[config.mk]
export PLATFORM = sky130hd
export DESIGN_NAME = bca_regs_top
export DESIGN_NICKNAME = d
export VERILOG_FILES = /design/src/bca_pkg.sv /design/src/bca_regs_top.sv /design/src/bca_time_cnt.sv /design/src/bca_alarm_match.sv
export SDC_FILE = /design/constraint.sdc
export NUM_CORES = 1
export LEC_CHECK = 0
export ABC_AREA = 1
export BUFFER_PORTS_ARGS = -buffer_cell sky130_fd_sc_hd__buf_2
export CORE_ASPECT_RATIO = 1.5
export CORE_MARGIN = 4
export CORE_UTILIZATION = 30
export CTS_CLUSTER_DIAMETER = 200
export DETAILED_ROUTE_END_ITERATION = 7
export PLACE_DENSITY = 0.48
export SETUP_SLACK_MARGIN = 0.5
export SYNTH_ARGS = -nofsm -noshare
export SYNTH_HDL_FRONTEND = slang
export SYNTH_HIERARCHICAL = 1
export SYNTH_SLANG_ARGS = --single-unit
[constraint.sdc]
create_clock -name clk -period 8.11 [get_ports clk]
set_clock_uncertainty 0.05 [all_clocks]
set_input_delay 0.4055 -clock clk [delete_from_list [all_inputs] [get_ports clk]]
set_output_delay 0.4055 -clock clk [all_outputs]
set_load 0.01 [all_outputs]
[src/bca_pkg.sv]
// Package for the BCD clock and alarm register block.
// Shared by the register top, the time counter and the alarm matcher.
package bca_pkg;

    // Carrier for one full set of time fields, BCD, one byte each
    typedef struct packed {
        logic [7:0] cent;
        logic [7:0] year;
        logic [7:0] month;
        logic [7:0] date;
        logic [7:0] day;
        logic [7:0] hour;
        logic [7:0] min;
        logic [7:0] sec;
    } bca_time_t;

    // Register byte addresses
    localparam logic [14:0] OFF_FLAGS = 15'h7FF0;
    localparam logic [14:0] OFF_CENT = 15'h7FF1;
    localparam logic [14:0] OFF_ALM_SEC = 15'h7FF2;
    localparam logic [14:0] OFF_ALM_MIN = 15'h7FF3;
    localparam logic [14:0] OFF_ALM_HOUR = 15'h7FF4;
    localparam logic [14:0] OFF_ALM_DATE = 15'h7FF5;
    localparam logic [14:0] OFF_IEN = 15'h7FF6;
    localparam logic [14:0] OFF_WDOG = 15'h7FF7;
    localparam logic [14:0] OFF_CTRL = 15'h7FF8;
    localparam logic [14:0] OFF_SEC = 15'h7FF9;
    localparam logic [14:0] OFF_MIN = 15'h7FFA;
    localparam logic [14:0] OFF_HOUR = 15'h7FFB;
    localparam logic [14:0] OFF_DAY = 15'h7FFC;
    localparam logic [14:0] OFF_DATE = 15'h7FFD;
    localparam logic [14:0] OFF_MONTH = 15'h7FFE;
    localparam logic [14:0] OFF_YEAR = 15'h7FFF;

    // Field positions
    localparam int CTRL_WRITE_BIT = 7;
    localparam int CTRL_READ_BIT = 6;
    localparam int SEC_ST_BIT = 7;
    localparam int DAY_FT_BIT = 6;
    localparam int IEN_AFE_BIT = 7;
    localparam int IEN_ABE_BIT = 5;
    localparam int FLG_WDF_BIT = 7;
    localparam int FLG_AF_BIT = 6;
    localparam int FLG_BL_BIT = 4;

    // Values after reset
    localparam bca_time_t RST_TIME = '{cent: 8'h00, year: 8'h00, month: 8'h01, date: 8'h01,
                                       day: 8'h01, hour: 8'h00, min: 8'h00, sec: 8'h00};
    localparam logic [7:0] RST_CTRL = 8'h00;
    localparam logic [7:0] RST_IEN = 8'h00;
    localparam logic [7:0] RST_ALARM = 8'h00;
    localparam logic [7:0] RST_WDOG = 8'h00;

    // BCD limits
    localparam logic [7:0] BCD_ZERO = 8'h00;
    localparam logic [7:0] BCD_ONE = 8'h01;
    localparam logic [7:0] BCD_MAX_60 = 8'h59;
    localparam logic [7:0] BCD_MAX_HOUR = 8'h23;
    localparam logic [7:0] BCD_MAX_MONTH = 8'h12;
    localparam logic [7:0] BCD_MAX_YEAR = 8'h99;
    localparam logic [7:0] MAX_WEEKDAY = 8'h07;
    localparam logic [7:0] BCD_FEB = 8'h02;

    // Alarm repeat codes, date bit first
    localparam logic [3:0] RPT_SEC = 4'hF;
    localparam logic [3:0] RPT_MIN = 4'hE;
    localparam logic [3:0] RPT_HOUR = 4'hC;
    localparam logic [3:0] RPT_DAY = 4'h8;
    localparam logic [3:0] RPT_MONTH = 4'h0;

    // Timebase
    localparam int CLK_HZ = 200_000_000;
    localparam int SEC_PERIOD_S = 1;
    localparam int SEC_CYCLES = CLK_HZ * SEC_PERIOD_S;

endpackage

[src/bca_regs_top.sv]
// Clock and alarm register block on an asynchronous byte-wide SRAM bus.
// Assumes bus pins are asynchronous to clk and held for several clk periods per access.
//
// Overview of operation
// RULE1: Read-halt bit set stops copying counters into visible time registers.
// RULE2: While halted, visible registers keep the time current when halt began.
// RULE3: All visible time registers refresh together in one cycle, never partly.
// RULE4: Refresh resumes well within a second after read-halt clears.
// RULE5: Write-halt bit also stops refresh, letting software load new time values.
// RULE6: Clearing write-halt copies all visible time registers into running counters.
// RULE7: First advance after write-halt clears comes about one second later.
// RULE8: Both halt bits are zero after power-up reset.
// RULE9: Stop bit in seconds register freezes the timebase; clearing restarts it.
// RULE10: Stop and frequency-test bits take effect without write-halt set.
// RULE11: Time fields are 24-hour BCD within their normal calendar ranges.
// RULE12: Must-be-zero bits written zero; fixed flag bits read zero, ignore writes.
// RULE13: Flag register shows watchdog, alarm and battery-low flags, others zero.
// RULE14: Four alarm registers hold BCD fields, each topped by a repeat bit.
// RULE15: Repeat bits select every second, minute, hour, day or month.
// RULE16: Undefined repeat codes behave as the every-second alarm.
// RULE17: A match sets the alarm flag; with enable set the interrupt pin drives low.
// RULE18: Software disables the alarm by zeroing alarm date and all repeat bits.
// RULE19: Reading flags clears the alarm flag and releases the pin; reread shows it.
// RULE20: Host changes address or toggles chip enable to see a changed flag.
// RULE21: On battery, interrupt drives only with both back-up and alarm enables set.
// RULE22: Both alarm enables clear at power-up so alarms then only set the flag.
// RULE23: Matching compares only fields not masked by the repeat code.
`timescale 1ns/1ps
module bca_regs_top
    import bca_pkg::*;
#(
    parameter int SEC_CYC = SEC_CYCLES
)
(
    // Clock and reset
    input wire logic clk,
    input wire logic rst_n,
    // SRAM bus pins
    input wire logic [14:0] addr_pin,
    input wire logic ce_n_pin,
    input wire logic oe_n_pin,
    input wire logic we_n_pin,
    input wire logic [7:0] dq_in,
    output logic [7:0] dq_out,
    output logic dq_oe,
    // System status
    input wire logic on_battery,
    input wire logic watchdog_flag,
    input wire logic battery_low,
    // Open-drain interrupt
    output logic interrupt_out_pin_o,
    output logic interrupt_out_pin_oe
);

    localparam int SYNC_W = 29;

    logic [SYNC_W-1:0] sync1_ff;
    logic [SYNC_W-1:0] sync2_ff;
    logic [14:0] addr_s;
    logic ce_n_s;
    logic oe_n_s;
    logic we_n_s;
    logic [7:0] dq_s;
    logic batt_s;
    logic wdf_s;
    logic bl_s;

    // Two-stage synchroniser for every pin input
    // Strobes reset to their idle high level so no false access follows reset
    always_ff @(posedge clk or negedge rst_n)
    begin
        if (!rst_n)
        begin
            sync1_ff <= {15'h0000, 3'h7, 8'h00, 3'h0};
            sync2_ff <= {15'h0000, 3'h7, 8'h00, 3'h0};
        end
        else
        begin
            sync1_ff <= {addr_pin, ce_n_pin, oe_n_pin, we_n_pin, dq_in, on_battery, watchdog_flag, battery_low};
            sync2_ff <= sync1_ff;
        end
    end

    assign {addr_s, ce_n_s, oe_n_s, we_n_s, dq_s, batt_s, wdf_s, bl_s} = sync2_ff;

    // Bus access detection
    logic wr_act;
    logic wr_act_ff;
    logic [14:0] waddr_ff;
    logic [7:0] wdata_ff;
    logic wr_stb;
    logic rd_act;
    logic rd_act_ff;
    logic [14:0] raddr_ff;
    logic rd_start;
    logic reg_hit;

    assign wr_act = !ce_n_s && !we_n_s;
    assign rd_act = !ce_n_s && !oe_n_s && we_n_s;
    assign reg_hit = addr_s[14:4] == OFF_FLAGS[14:4];
    // Commit at the end of the write, with the last data seen while active
    assign wr_stb = wr_act_ff && !wr_act;
    // A new read begins on enable or on any address change
    assign rd_start = rd_act && (!rd_act_ff || addr_s != raddr_ff); // RULE20

    always_ff @(posedge clk or negedge rst_n)
    begin
        if (!rst_n)
        begin
            wr_act_ff <= 1'b0;
            waddr_ff <= '0;
            wdata_ff <= 8'h00;
        end
        else
        begin
            wr_act_ff <= wr_act;
            if (wr_act)
            begin
                waddr_ff <= addr_s;
                wdata_ff <= dq_s;
            end
        end
    end

    always_ff @(posedge clk or negedge rst_n)
    begin
        if (!rst_n)
        begin
            rd_act_ff <= 1'b0;
            raddr_ff <= '0;
        end
        else
        begin
            rd_act_ff <= rd_act;
            raddr_ff <= addr_s;
        end
    end

    // Control, enable, watchdog setting and alarm registers
    logic [7:0] ctrl_ff;
    logic [7:0] ien_ff;
    logic [7:0] wdog_ff;
    logic [7:0] alm_sec_ff;
    logic [7:0] alm_min_ff;
    logic [7:0] alm_hour_ff;
    logic [7:0] alm_date_ff;
    logic st_ff;
    logic ft_ff;
    logic halt;
    logic wr_release;

    assign halt = ctrl_ff[CTRL_READ_BIT] || ctrl_ff[CTRL_WRITE_BIT]; // RULE1 RULE5
    assign wr_release = wr_stb && waddr_ff == OFF_CTRL && ctrl_ff[CTRL_WRITE_BIT] && !wdata_ff[CTRL_WRITE_BIT];

    always_ff @(posedge clk or negedge rst_n)
    begin
        if (!rst_n)
            ctrl_ff <= RST_CTRL; // RULE8
        else if (wr_stb && waddr_ff == OFF_CTRL)
            ctrl_ff <= wdata_ff;
    end

    always_ff @(posedge clk or negedge rst_n)
    begin
        if (!rst_n)
            ien_ff <= RST_IEN; // RULE22
        else if (wr_stb && waddr_ff == OFF_IEN)
            ien_ff <= wdata_ff & 8'hA0;
    end

    always_ff @(posedge clk or negedge rst_n)
    begin
        if (!rst_n)
            wdog_ff <= RST_WDOG;
        else if (wr_stb && waddr_ff == OFF_WDOG)
            wdog_ff <= wdata_ff;
    end

    always_ff @(posedge clk or negedge rst_n)
    begin
        if (!rst_n)
        begin
            alm_sec_ff <= RST_ALARM;
            alm_min_ff <= RST_ALARM;
            alm_hour_ff <= RST_ALARM;
            alm_date_ff <= RST_ALARM;
        end
        else if (wr_stb)
        begin
            case (waddr_ff)
                OFF_ALM_SEC: alm_sec_ff <= wdata_ff; // RULE14
                OFF_ALM_MIN: alm_min_ff <= wdata_ff; // RULE14
                OFF_ALM_HOUR: alm_hour_ff <= wdata_ff & 8'hBF; // RULE14
                OFF_ALM_DATE: alm_date_ff <= wdata_ff & 8'hBF; // RULE14
                default: ;
            endcase
        end
    end

    // Stop and frequency-test bits act at once, halted or not
    always_ff @(posedge clk or negedge rst_n)
    begin
        if (!rst_n)
        begin
            st_ff <= 1'b0;
            ft_ff <= 1'b0;
        end
        else if (wr_stb && waddr_ff == OFF_SEC)
            st_ff <= wdata_ff[SEC_ST_BIT]; // RULE9 RULE10
        else if (wr_stb && waddr_ff == OFF_DAY)
            ft_ff <= wdata_ff[DAY_FT_BIT]; // RULE10
    end

    // One-second timebase
    logic [27:0] div_ff;
    logic tick_ff;

    always_ff @(posedge clk or negedge rst_n)
    begin
        if (!rst_n)
        begin
            div_ff <= '0;
            tick_ff <= 1'b0;
        end
        else if (st_ff || wr_release)
        begin
            div_ff <= '0; // RULE7 RULE9
            tick_ff <= 1'b0;
        end
        else if (div_ff >= 28'(SEC_CYC - 1))
        begin
            div_ff <= '0;
            tick_ff <= 1'b1;
        end
        else
        begin
            div_ff <= div_ff + 28'h0000001;
            tick_ff <= 1'b0;
        end
    end

    // Counters and visible time registers
    bca_time_t cnt_time;
    bca_time_t time_ff;

    bca_time_cnt u_cnt (
        .clk(clk),
        .rst_n(rst_n),
        .tick(tick_ff),
        .load(wr_release),
        .load_val(time_ff),
        .cnt(cnt_time)
    );

    // Refresh is a single-cycle whole-struct copy, so it can never be cut in half
    always_ff @(posedge clk or negedge rst_n)
    begin
        if (!rst_n)
            time_ff <= RST_TIME;
        else if (wr_stb && reg_write_time(waddr_ff))
        begin
            case (waddr_ff)
                OFF_CENT: time_ff.cent <= wdata_ff;
                OFF_SEC: time_ff.sec <= {1'b0, wdata_ff[6:0]};
                OFF_MIN: time_ff.min <= {1'b0, wdata_ff[6:0]};
                OFF_HOUR: time_ff.hour <= {2'b00, wdata_ff[5:0]};
                OFF_DAY: time_ff.day <= {5'b00000, wdata_ff[2:0]};
                OFF_DATE: time_ff.date <= {2'b00, wdata_ff[5:0]};
                OFF_MONTH: time_ff.month <= {3'b000, wdata_ff[4:0]};
                default: time_ff.year <= wdata_ff;
            endcase
        end
        else if (!halt)
            time_ff <= cnt_time; // RULE2 RULE3 RULE4
    end

    function automatic logic reg_write_time(input logic [14:0] a);
        return a == OFF_CENT || (a >= OFF_SEC && a <= OFF_YEAR);
    endfunction

    // Alarm flag
    logic match;
    logic alarm_hit;
    logic tick_d_ff;
    logic af_ff;
    logic flag_read;

    bca_alarm_match u_alarm (
        .now(cnt_time),
        .alm_sec(alm_sec_ff),
        .alm_min(alm_min_ff),
        .alm_hour(alm_hour_ff),
        .alm_date(alm_date_ff),
        .match(match)
    );

    always_ff @(posedge clk or negedge rst_n)
    begin
        if (!rst_n)
            tick_d_ff <= 1'b0;
        else
            tick_d_ff <= tick_ff && !wr_release;
    end

    // Compare one cycle after the advance, against the freshly counted time
    assign alarm_hit = tick_d_ff && match;
    assign flag_read = rd_start && addr_s == OFF_FLAGS;

    always_ff @(posedge clk or negedge rst_n)
    begin
        if (!rst_n)
            af_ff <= 1'b0;
        else if (alarm_hit)
            af_ff <= 1'b1; // RULE17
        else if (flag_read)
            af_ff <= 1'b0; // RULE19
    end

    // Interrupt pin, open drain, driven only while pulling low
    always_ff @(posedge clk or negedge rst_n)
    begin
        if (!rst_n)
        begin
            interrupt_out_pin_o <= 1'b0;
            interrupt_out_pin_oe <= 1'b0;
        end
        else
        begin
            interrupt_out_pin_o <= 1'b0;
            interrupt_out_pin_oe <= af_ff && !flag_read && ien_ff[IEN_AFE_BIT]
                && (!batt_s || ien_ff[IEN_ABE_BIT]); // RULE17 RULE19 RULE21
        end
    end

    // Read data, latched at read start so a flag change needs a new access
    logic [7:0] rd_val;
    logic [7:0] flags_val;

    always_comb
    begin
        flags_val = 8'h00; // RULE12
        flags_val[FLG_WDF_BIT] = wdf_s; // RULE13
        flags_val[FLG_AF_BIT] = af_ff; // RULE13
        flags_val[FLG_BL_BIT] = bl_s; // RULE13
        case (addr_s)
            OFF_FLAGS: rd_val = flags_val;
            OFF_CENT: rd_val = time_ff.cent;
            OFF_ALM_SEC: rd_val = alm_sec_ff;
            OFF_ALM_MIN: rd_val = alm_min_ff;
            OFF_ALM_HOUR: rd_val = alm_hour_ff;
            OFF_ALM_DATE: rd_val = alm_date_ff;
            OFF_IEN: rd_val = ien_ff;
            OFF_WDOG: rd_val = wdog_ff;
            OFF_CTRL: rd_val = ctrl_ff;
            OFF_SEC: rd_val = {st_ff, time_ff.sec[6:0]};
            OFF_MIN: rd_val = time_ff.min;
            OFF_HOUR: rd_val = time_ff.hour;
            OFF_DAY: rd_val = {1'b0, ft_ff, time_ff.day[5:0]};
            OFF_DATE: rd_val = time_ff.date;
            OFF_MONTH: rd_val = time_ff.month;
            default: rd_val = time_ff.year;
        endcase
    end

    always_ff @(posedge clk or negedge rst_n)
    begin
        if (!rst_n)
        begin
            dq_out <= 8'h00;
            dq_oe <= 1'b0;
        end
        else
        begin
            if (rd_start)
                dq_out <= rd_val; // RULE19 RULE20
            dq_oe <= rd_act && reg_hit;
        end
    end
endmodule

[src/bca_time_cnt.sv]
// Running BCD time counters with whole-set load.
// Assumes tick is a one-cycle pulse per second and load values are valid BCD.
`timescale 1ns/1ps
module bca_time_cnt
    import bca_pkg::*;
(
    // Clock and reset
    input wire logic clk,
    input wire logic rst_n,
    // Control
    input wire logic tick,
    input wire logic load,
    input wire bca_time_t load_val,
    // State
    output bca_time_t cnt
);

    bca_time_t cnt_ff;
    bca_time_t nxt_cnt;

    function automatic logic [8:0] bca_inc(input logic [7:0] v, input logic [7:0] lo, input logic [7:0] hi);
        logic [7:0] r;
        r = v;
        if (v >= hi)
            return {1'b1, lo};
        if (v[3:0] >= 4'h9)
            r = {v[7:4] + 4'h1, 4'h0};
        else
            r = {v[7:4], v[3:0] + 4'h1};
        return {1'b0, r};
    endfunction

    function automatic logic [7:0] bca_mdays(input logic [7:0] mo, input logic [7:0] yr);
        logic leap;
        leap = (!yr[4] && (yr[3:0] == 4'h0 || yr[3:0] == 4'h4 || yr[3:0] == 4'h8))
            || (yr[4] && (yr[3:0] == 4'h2 || yr[3:0] == 4'h6));
        case (mo)
            BCD_FEB: return leap ? 8'h29 : 8'h28;
            8'h04, 8'h06, 8'h09, 8'h11: return 8'h30;
            default: return 8'h31;
        endcase
    endfunction

    always_comb
    begin
        logic [8:0] s;
        logic [8:0] m;
        logic [8:0] h;
        logic [8:0] d;
        logic [8:0] mo;
        logic [8:0] y;
        logic [8:0] c;
        s = bca_inc(cnt_ff.sec, BCD_ZERO, BCD_MAX_60);
        m = bca_inc(cnt_ff.min, BCD_ZERO, BCD_MAX_60);
        h = bca_inc(cnt_ff.hour, BCD_ZERO, BCD_MAX_HOUR);
        d = bca_inc(cnt_ff.date, BCD_ONE, bca_mdays(cnt_ff.month, cnt_ff.year));
        mo = bca_inc(cnt_ff.month, BCD_ONE, BCD_MAX_MONTH);
        y = bca_inc(cnt_ff.year, BCD_ZERO, BCD_MAX_YEAR);
        c = bca_inc(cnt_ff.cent, BCD_ZERO, BCD_MAX_YEAR);
        nxt_cnt = cnt_ff;
        nxt_cnt.sec = s[7:0];
        if (s[8])
        begin
            nxt_cnt.min = m[7:0];
            if (m[8])
            begin
                nxt_cnt.hour = h[7:0];
                if (h[8])
                begin
                    nxt_cnt.date = d[7:0];
                    nxt_cnt.day = (cnt_ff.day >= MAX_WEEKDAY) ? BCD_ONE : cnt_ff.day + 8'h01;
                    if (d[8])
                    begin
                        nxt_cnt.month = mo[7:0];
                        if (mo[8])
                        begin
                            nxt_cnt.year = y[7:0];
                            if (y[8])
                                nxt_cnt.cent = c[7:0];
                        end
                    end
                end
            end
        end
    end

    // Load wins over a tick in the same cycle
    always_ff @(posedge clk or negedge rst_n)
    begin
        if (!rst_n)
            cnt_ff <= RST_TIME;
        else if (load)
            cnt_ff <= load_val; // RULE6
        else if (tick)
            cnt_ff <= nxt_cnt; // RULE11
    end

    assign cnt = cnt_ff;

endmodule

[src/bca_alarm_match.sv]
// Alarm comparator with repeat-mode masking.
// Assumes alarm bytes carry their repeat bit in bit 7 and BCD below it.
`timescale 1ns/1ps
module bca_alarm_match
    import bca_pkg::*;
(
    // Current time
    input wire bca_time_t now,
    // Alarm settings
    input wire logic [7:0] alm_sec,
    input wire logic [7:0] alm_min,
    input wire logic [7:0] alm_hour,
    input wire logic [7:0] alm_date,
    // Result
    output logic match
);

    logic [3:0] rpt;
    logic eq_sec;
    logic eq_min;
    logic eq_hour;
    logic eq_date;

    assign rpt = {alm_date[7], alm_hour[7], alm_min[7], alm_sec[7]};
    assign eq_sec = now.sec[6:0] == alm_sec[6:0];
    assign eq_min = now.min[6:0] == alm_min[6:0];
    assign eq_hour = now.hour[5:0] == alm_hour[5:0];
    assign eq_date = now.date[5:0] == alm_date[5:0];

    // Unlisted codes fall back to every second so a bad setting is noticed fast
    always_comb
    begin
        case (rpt)
            RPT_MIN: match = eq_sec; // RULE15 RULE23
            RPT_HOUR: match = eq_sec && eq_min; // RULE15 RULE23
            RPT_DAY: match = eq_sec && eq_min && eq_hour; // RULE15 RULE23
            RPT_MONTH: match = eq_sec && eq_min && eq_hour && eq_date; // RULE15 RULE23
            default: match = 1'b1; // RULE16
        endcase
    end

endmodule

==> impl_metrics.csv <==
group,metric,value,unit
power,total_power,3.48,mW
cells_and_area,diodes,0,
power,swShare,23.4,%
clock_network,cts.repair.resized,0,
drt,route.detailed.drc,0,
drt,detail_route.wl_per_cell,17.2,µm
status,status,"finished clean",
clock_network,root_buffer,"clkbuf_16",
drt,firstDrtPassIters,6,
critical_path,critPathKind,"reg2reg",
placed_design,dp_hpwl,37400,µm
sta,max_freq,204,MHz
floorplan,die_area,58900,µm²
clock_network,cts.path.max_buffers,3,
synthesis,syn_area,16500,µm²
global_routing,use_met3,1.87,%
placed_design,gp_congestion,0.887,
synthesis,ys_seq_elements,317,
cells_and_area,nets,2301,
synthesis,ys.flop_type,"dfrtp_1",
global_routing,overflow,0,
clock_network,postCtsSetupRepairBufs,0,
critical_path,cp_data_arrival_time,5280,ps
critical_path,cp_cell_sequence,"nor2_2, buf_4, nor2_1, nand2_1, nor3_1, and3_2, buf_4, buf_4, or2_0, nand2_1, inv_2, nand2_2, nor2_4, nand2_1, nor2_4, inv_2, nand2_1, nand2_1",
critical_path,required,8480,ps
min_path,hold_class,"reg2reg",
global_routing,busiest_layer,"met2",
drt,wl,50500,µm
synthesis,avgSynthCellArea,7.63,µm²
floorplan,initial_core_util,30.2,%
synthesis,muxShareOfSynthArea,0.273,%
global_routing,grt_antenna_before_repair,0,
clock_network,h-tree-depth,2,
sta,rsz0062_at_grt,"false",
job,cap_violations,0,
cells_and_area,area_delta_synth_final,14.3,%
global_routing,grt_use_total,17.2,%
synthesis,synth-edff-count,0,
critical_path,crit_family,"simple AND/OR/NAND/NOR gates",
synthesis,synth_simple_gate_area_share,33.5,%
global_routing,met1_usage,19.1,%
power,clkPwrFrac,47.8,%
critical_path,cp_max_fo,44,
synthesis,syn_inst,2164,
drt,first_iter_violations,816,
clock_network,clk_pin_slew_worst_paths,60,ps
power,pwr-share-seq,47.7,%
cells_and_area,drive_above_1_share,7.73,%
floorplan,die_y,295,µm
critical_path,crit_path_top_delay_cell,"nor2_1",
floorplan,core_area,54700,µm²
synthesis,synth_compound_area_share,5.58,%
sta,hold_ws,296,ps
power,combinationalPowerShare,4.5,%
floorplan,rows,105,
power,switchingPower,0.814,mW
sta,fin_crit_sh,60.4,%
synthesis,synth-async-reset-ratio,100,%
synthesis,synthDistinctLibCells,50,
floorplan,die_x,200,µm
sta,maxSlewHeadroom,38.5,%
synthesis,yosysTopAreaCell,"dfrtp_1",
sta,hold_viol_final,0,
power,p_int,2.66,mW
synthesis,synth_top_family_by_area,"simple AND/OR/NAND/NOR gates",
clock_network,holdBufCountCts,30,
floorplan,io_pins,42,
synthesis,ys_seq_area_share,48.1,%
critical_path,cp_slowest_stage_delay,660,ps
sta,fin_crit,4900,ps
power,vdd_ir_drop_max,190,µV
drt,vias,14000,
global_routing,grt_pass1_wl,79700,µm
drt,ant_nets,0,
sta,setup_viol,0,
synthesis,synth_common_cells,"nand2_1, dfrtp_1, nor2_1",
synthesis,synth_fa_ha_area_share,3.33,%
global_routing,grt_max_degree,151,
power,power.density,184,nW/µm²
placed_design,dp_cells,2855,
placed_design,port_buffers,40,
synthesis,yosysWarningCount,6,
global_routing,grt_pass1_vias,14100,
drt,vias_per_cell,4.76,
sta,maxSlewViolCount,0,
critical_path,endpoint_kind,"flop",
synthesis,synth-xor-area-share,3.18,%
global_routing,use_met2,32.4,%
synthesis,synth_nets,2239,
power,leakagePower,9.57,nW
critical_path,r2r_setup_slack,3210,ps
clock_network,cts_sinks,317,
critical_path,cpMostUsedCell,"nand2_1",
cells_and_area,instances_no_fill,2945,
synthesis,synth_area_leaders,"dfrtp_1, nand2_1, nand3_1",
critical_path,critPathLaunchType,"flop",
cells_and_area,fillCellCount,5835,
cells_and_area,utilization,34.5,%
critical_path,cp_num_buf_inv,5,
clock_network,cts_buffers,34,
synthesis,synth_top_area_share,46.2,%
sta,worst_slew_pin_slew,923,ps
clock_network,cts_tree,"done",
clock_network,insertion_delay,540,ps
sta,tns,0,ps
synthesis,synth.most_common_cell,"nand2_1",
worst reg2reg max path, stage by stage, from the launching register on:
cell and delay [ps]:
dfstp_2 530, nor2_2 40, buf_4 240, nor2_1 660
nand2_1 170, nor3_1 150, and3_2 190, buf_4 340
buf_4 460, or2_0 380, nand2_1 190, inv_2 110
nand2_2 200, nor2_4 440, nand2_1 200, nor2_4 240
inv_2 80, nand2_1 70, nand2_1 50
per-stage QoR:
step	cell area (µm²)	setup WS, ps
after global placement	17400	3320
after detailed placement	17400	3180
after CTS	18900	3180
after floorplan	16500	5450
after global routing	18900	2840
final	18900	3210
power by group through the flow:
stage	registers (mW)	clock network, mW	logic (mW)
6_report	1.66	1.66	0.158
5_1_grt	1.66	1.77	0.182
4_1_cts	1.66	1.70	0.163
3_5_place_dp	1.69	0	0.152
3_3_place_gp	1.69	0	0.150
2_1_floorplan	1.68	0	0.0795
state kept, by name, indices dropped and copies added (netlist names), 15 cells and up:
| register | count |
|---|---|
| div_ff | 28 |
| raddr_ff | 15 |
| sync1_ff | 29 |
| sync2_ff | 29 |
| time_ff | 64 |
| u_cnt/cnt | 64 |
| waddr_ff | 15 |
layer usage:
layer | wire, µm | up-vias
met4 | 2710 | 0
met2 | 26900 | 316
met5 | 0 | -
met1 | 19300 | 6645
li1 | - | 6946
met3 | 1610 | 113
path summary, 6_finish.rpt:
kind / startpoint / cells past startpoint / end
max in group asynchronous: rst_n / 3 / time_ff[25]$_DFFE_PN0P_
worst max-delay path: sync2_ff[13]$_DFF_PN1_ / 18 / u_cnt/cnt[56]$_DFFE_PN0P_
min in group asynchronous: rst_n / 2 / div_ff[11]$_DFF_PN0_
worst max register to register: sync2_ff[13]$_DFF_PN1_ / 18 / u_cnt/cnt[56]$_DFFE_PN0P_
worst min register to register: sync1_ff[0]$_DFF_PN0_ / 0 / sync2_ff[0]$_DFF_PN0_
worst min-delay path: sync1_ff[0]$_DFF_PN0_ / 0 / sync2_ff[0]$_DFF_PN0_
cell usage in the layout (no fill, tap or decap), types with 35 or more instances in the layout:
cell / n
buf_2: 39
clkbuf_16: 35
dfrtp_1: 305
ha_1: 44
inv_1: 178
nand2_1: 825
nand3_1: 181
nor2_1: 216
nor3_1: 36
o21ai_0: 114
xor2_1: 37
kinds of logic after synthesis:
family,count (synthesis)
other,1
DFF,317
AOI/OAI and AO/OA,171
buffers and inverters,239
and+or+nand+nor,1328
adders and majority gates,44
muxes,4
xor gates and xnor gates,60
area by class of cell:
class,count,area (µm²),share of cell area (%)
clock buffers,43,946,5.01
clock inverters,17,223,1.18
inverters,186,698,3.70
multi-input cells,1608,7600,40.3
flip-flops and latches,317,7950,42.1
well taps,695,870,4.61
repair buffers,79,591,3.13
Power figures use the tool's default switching activity.
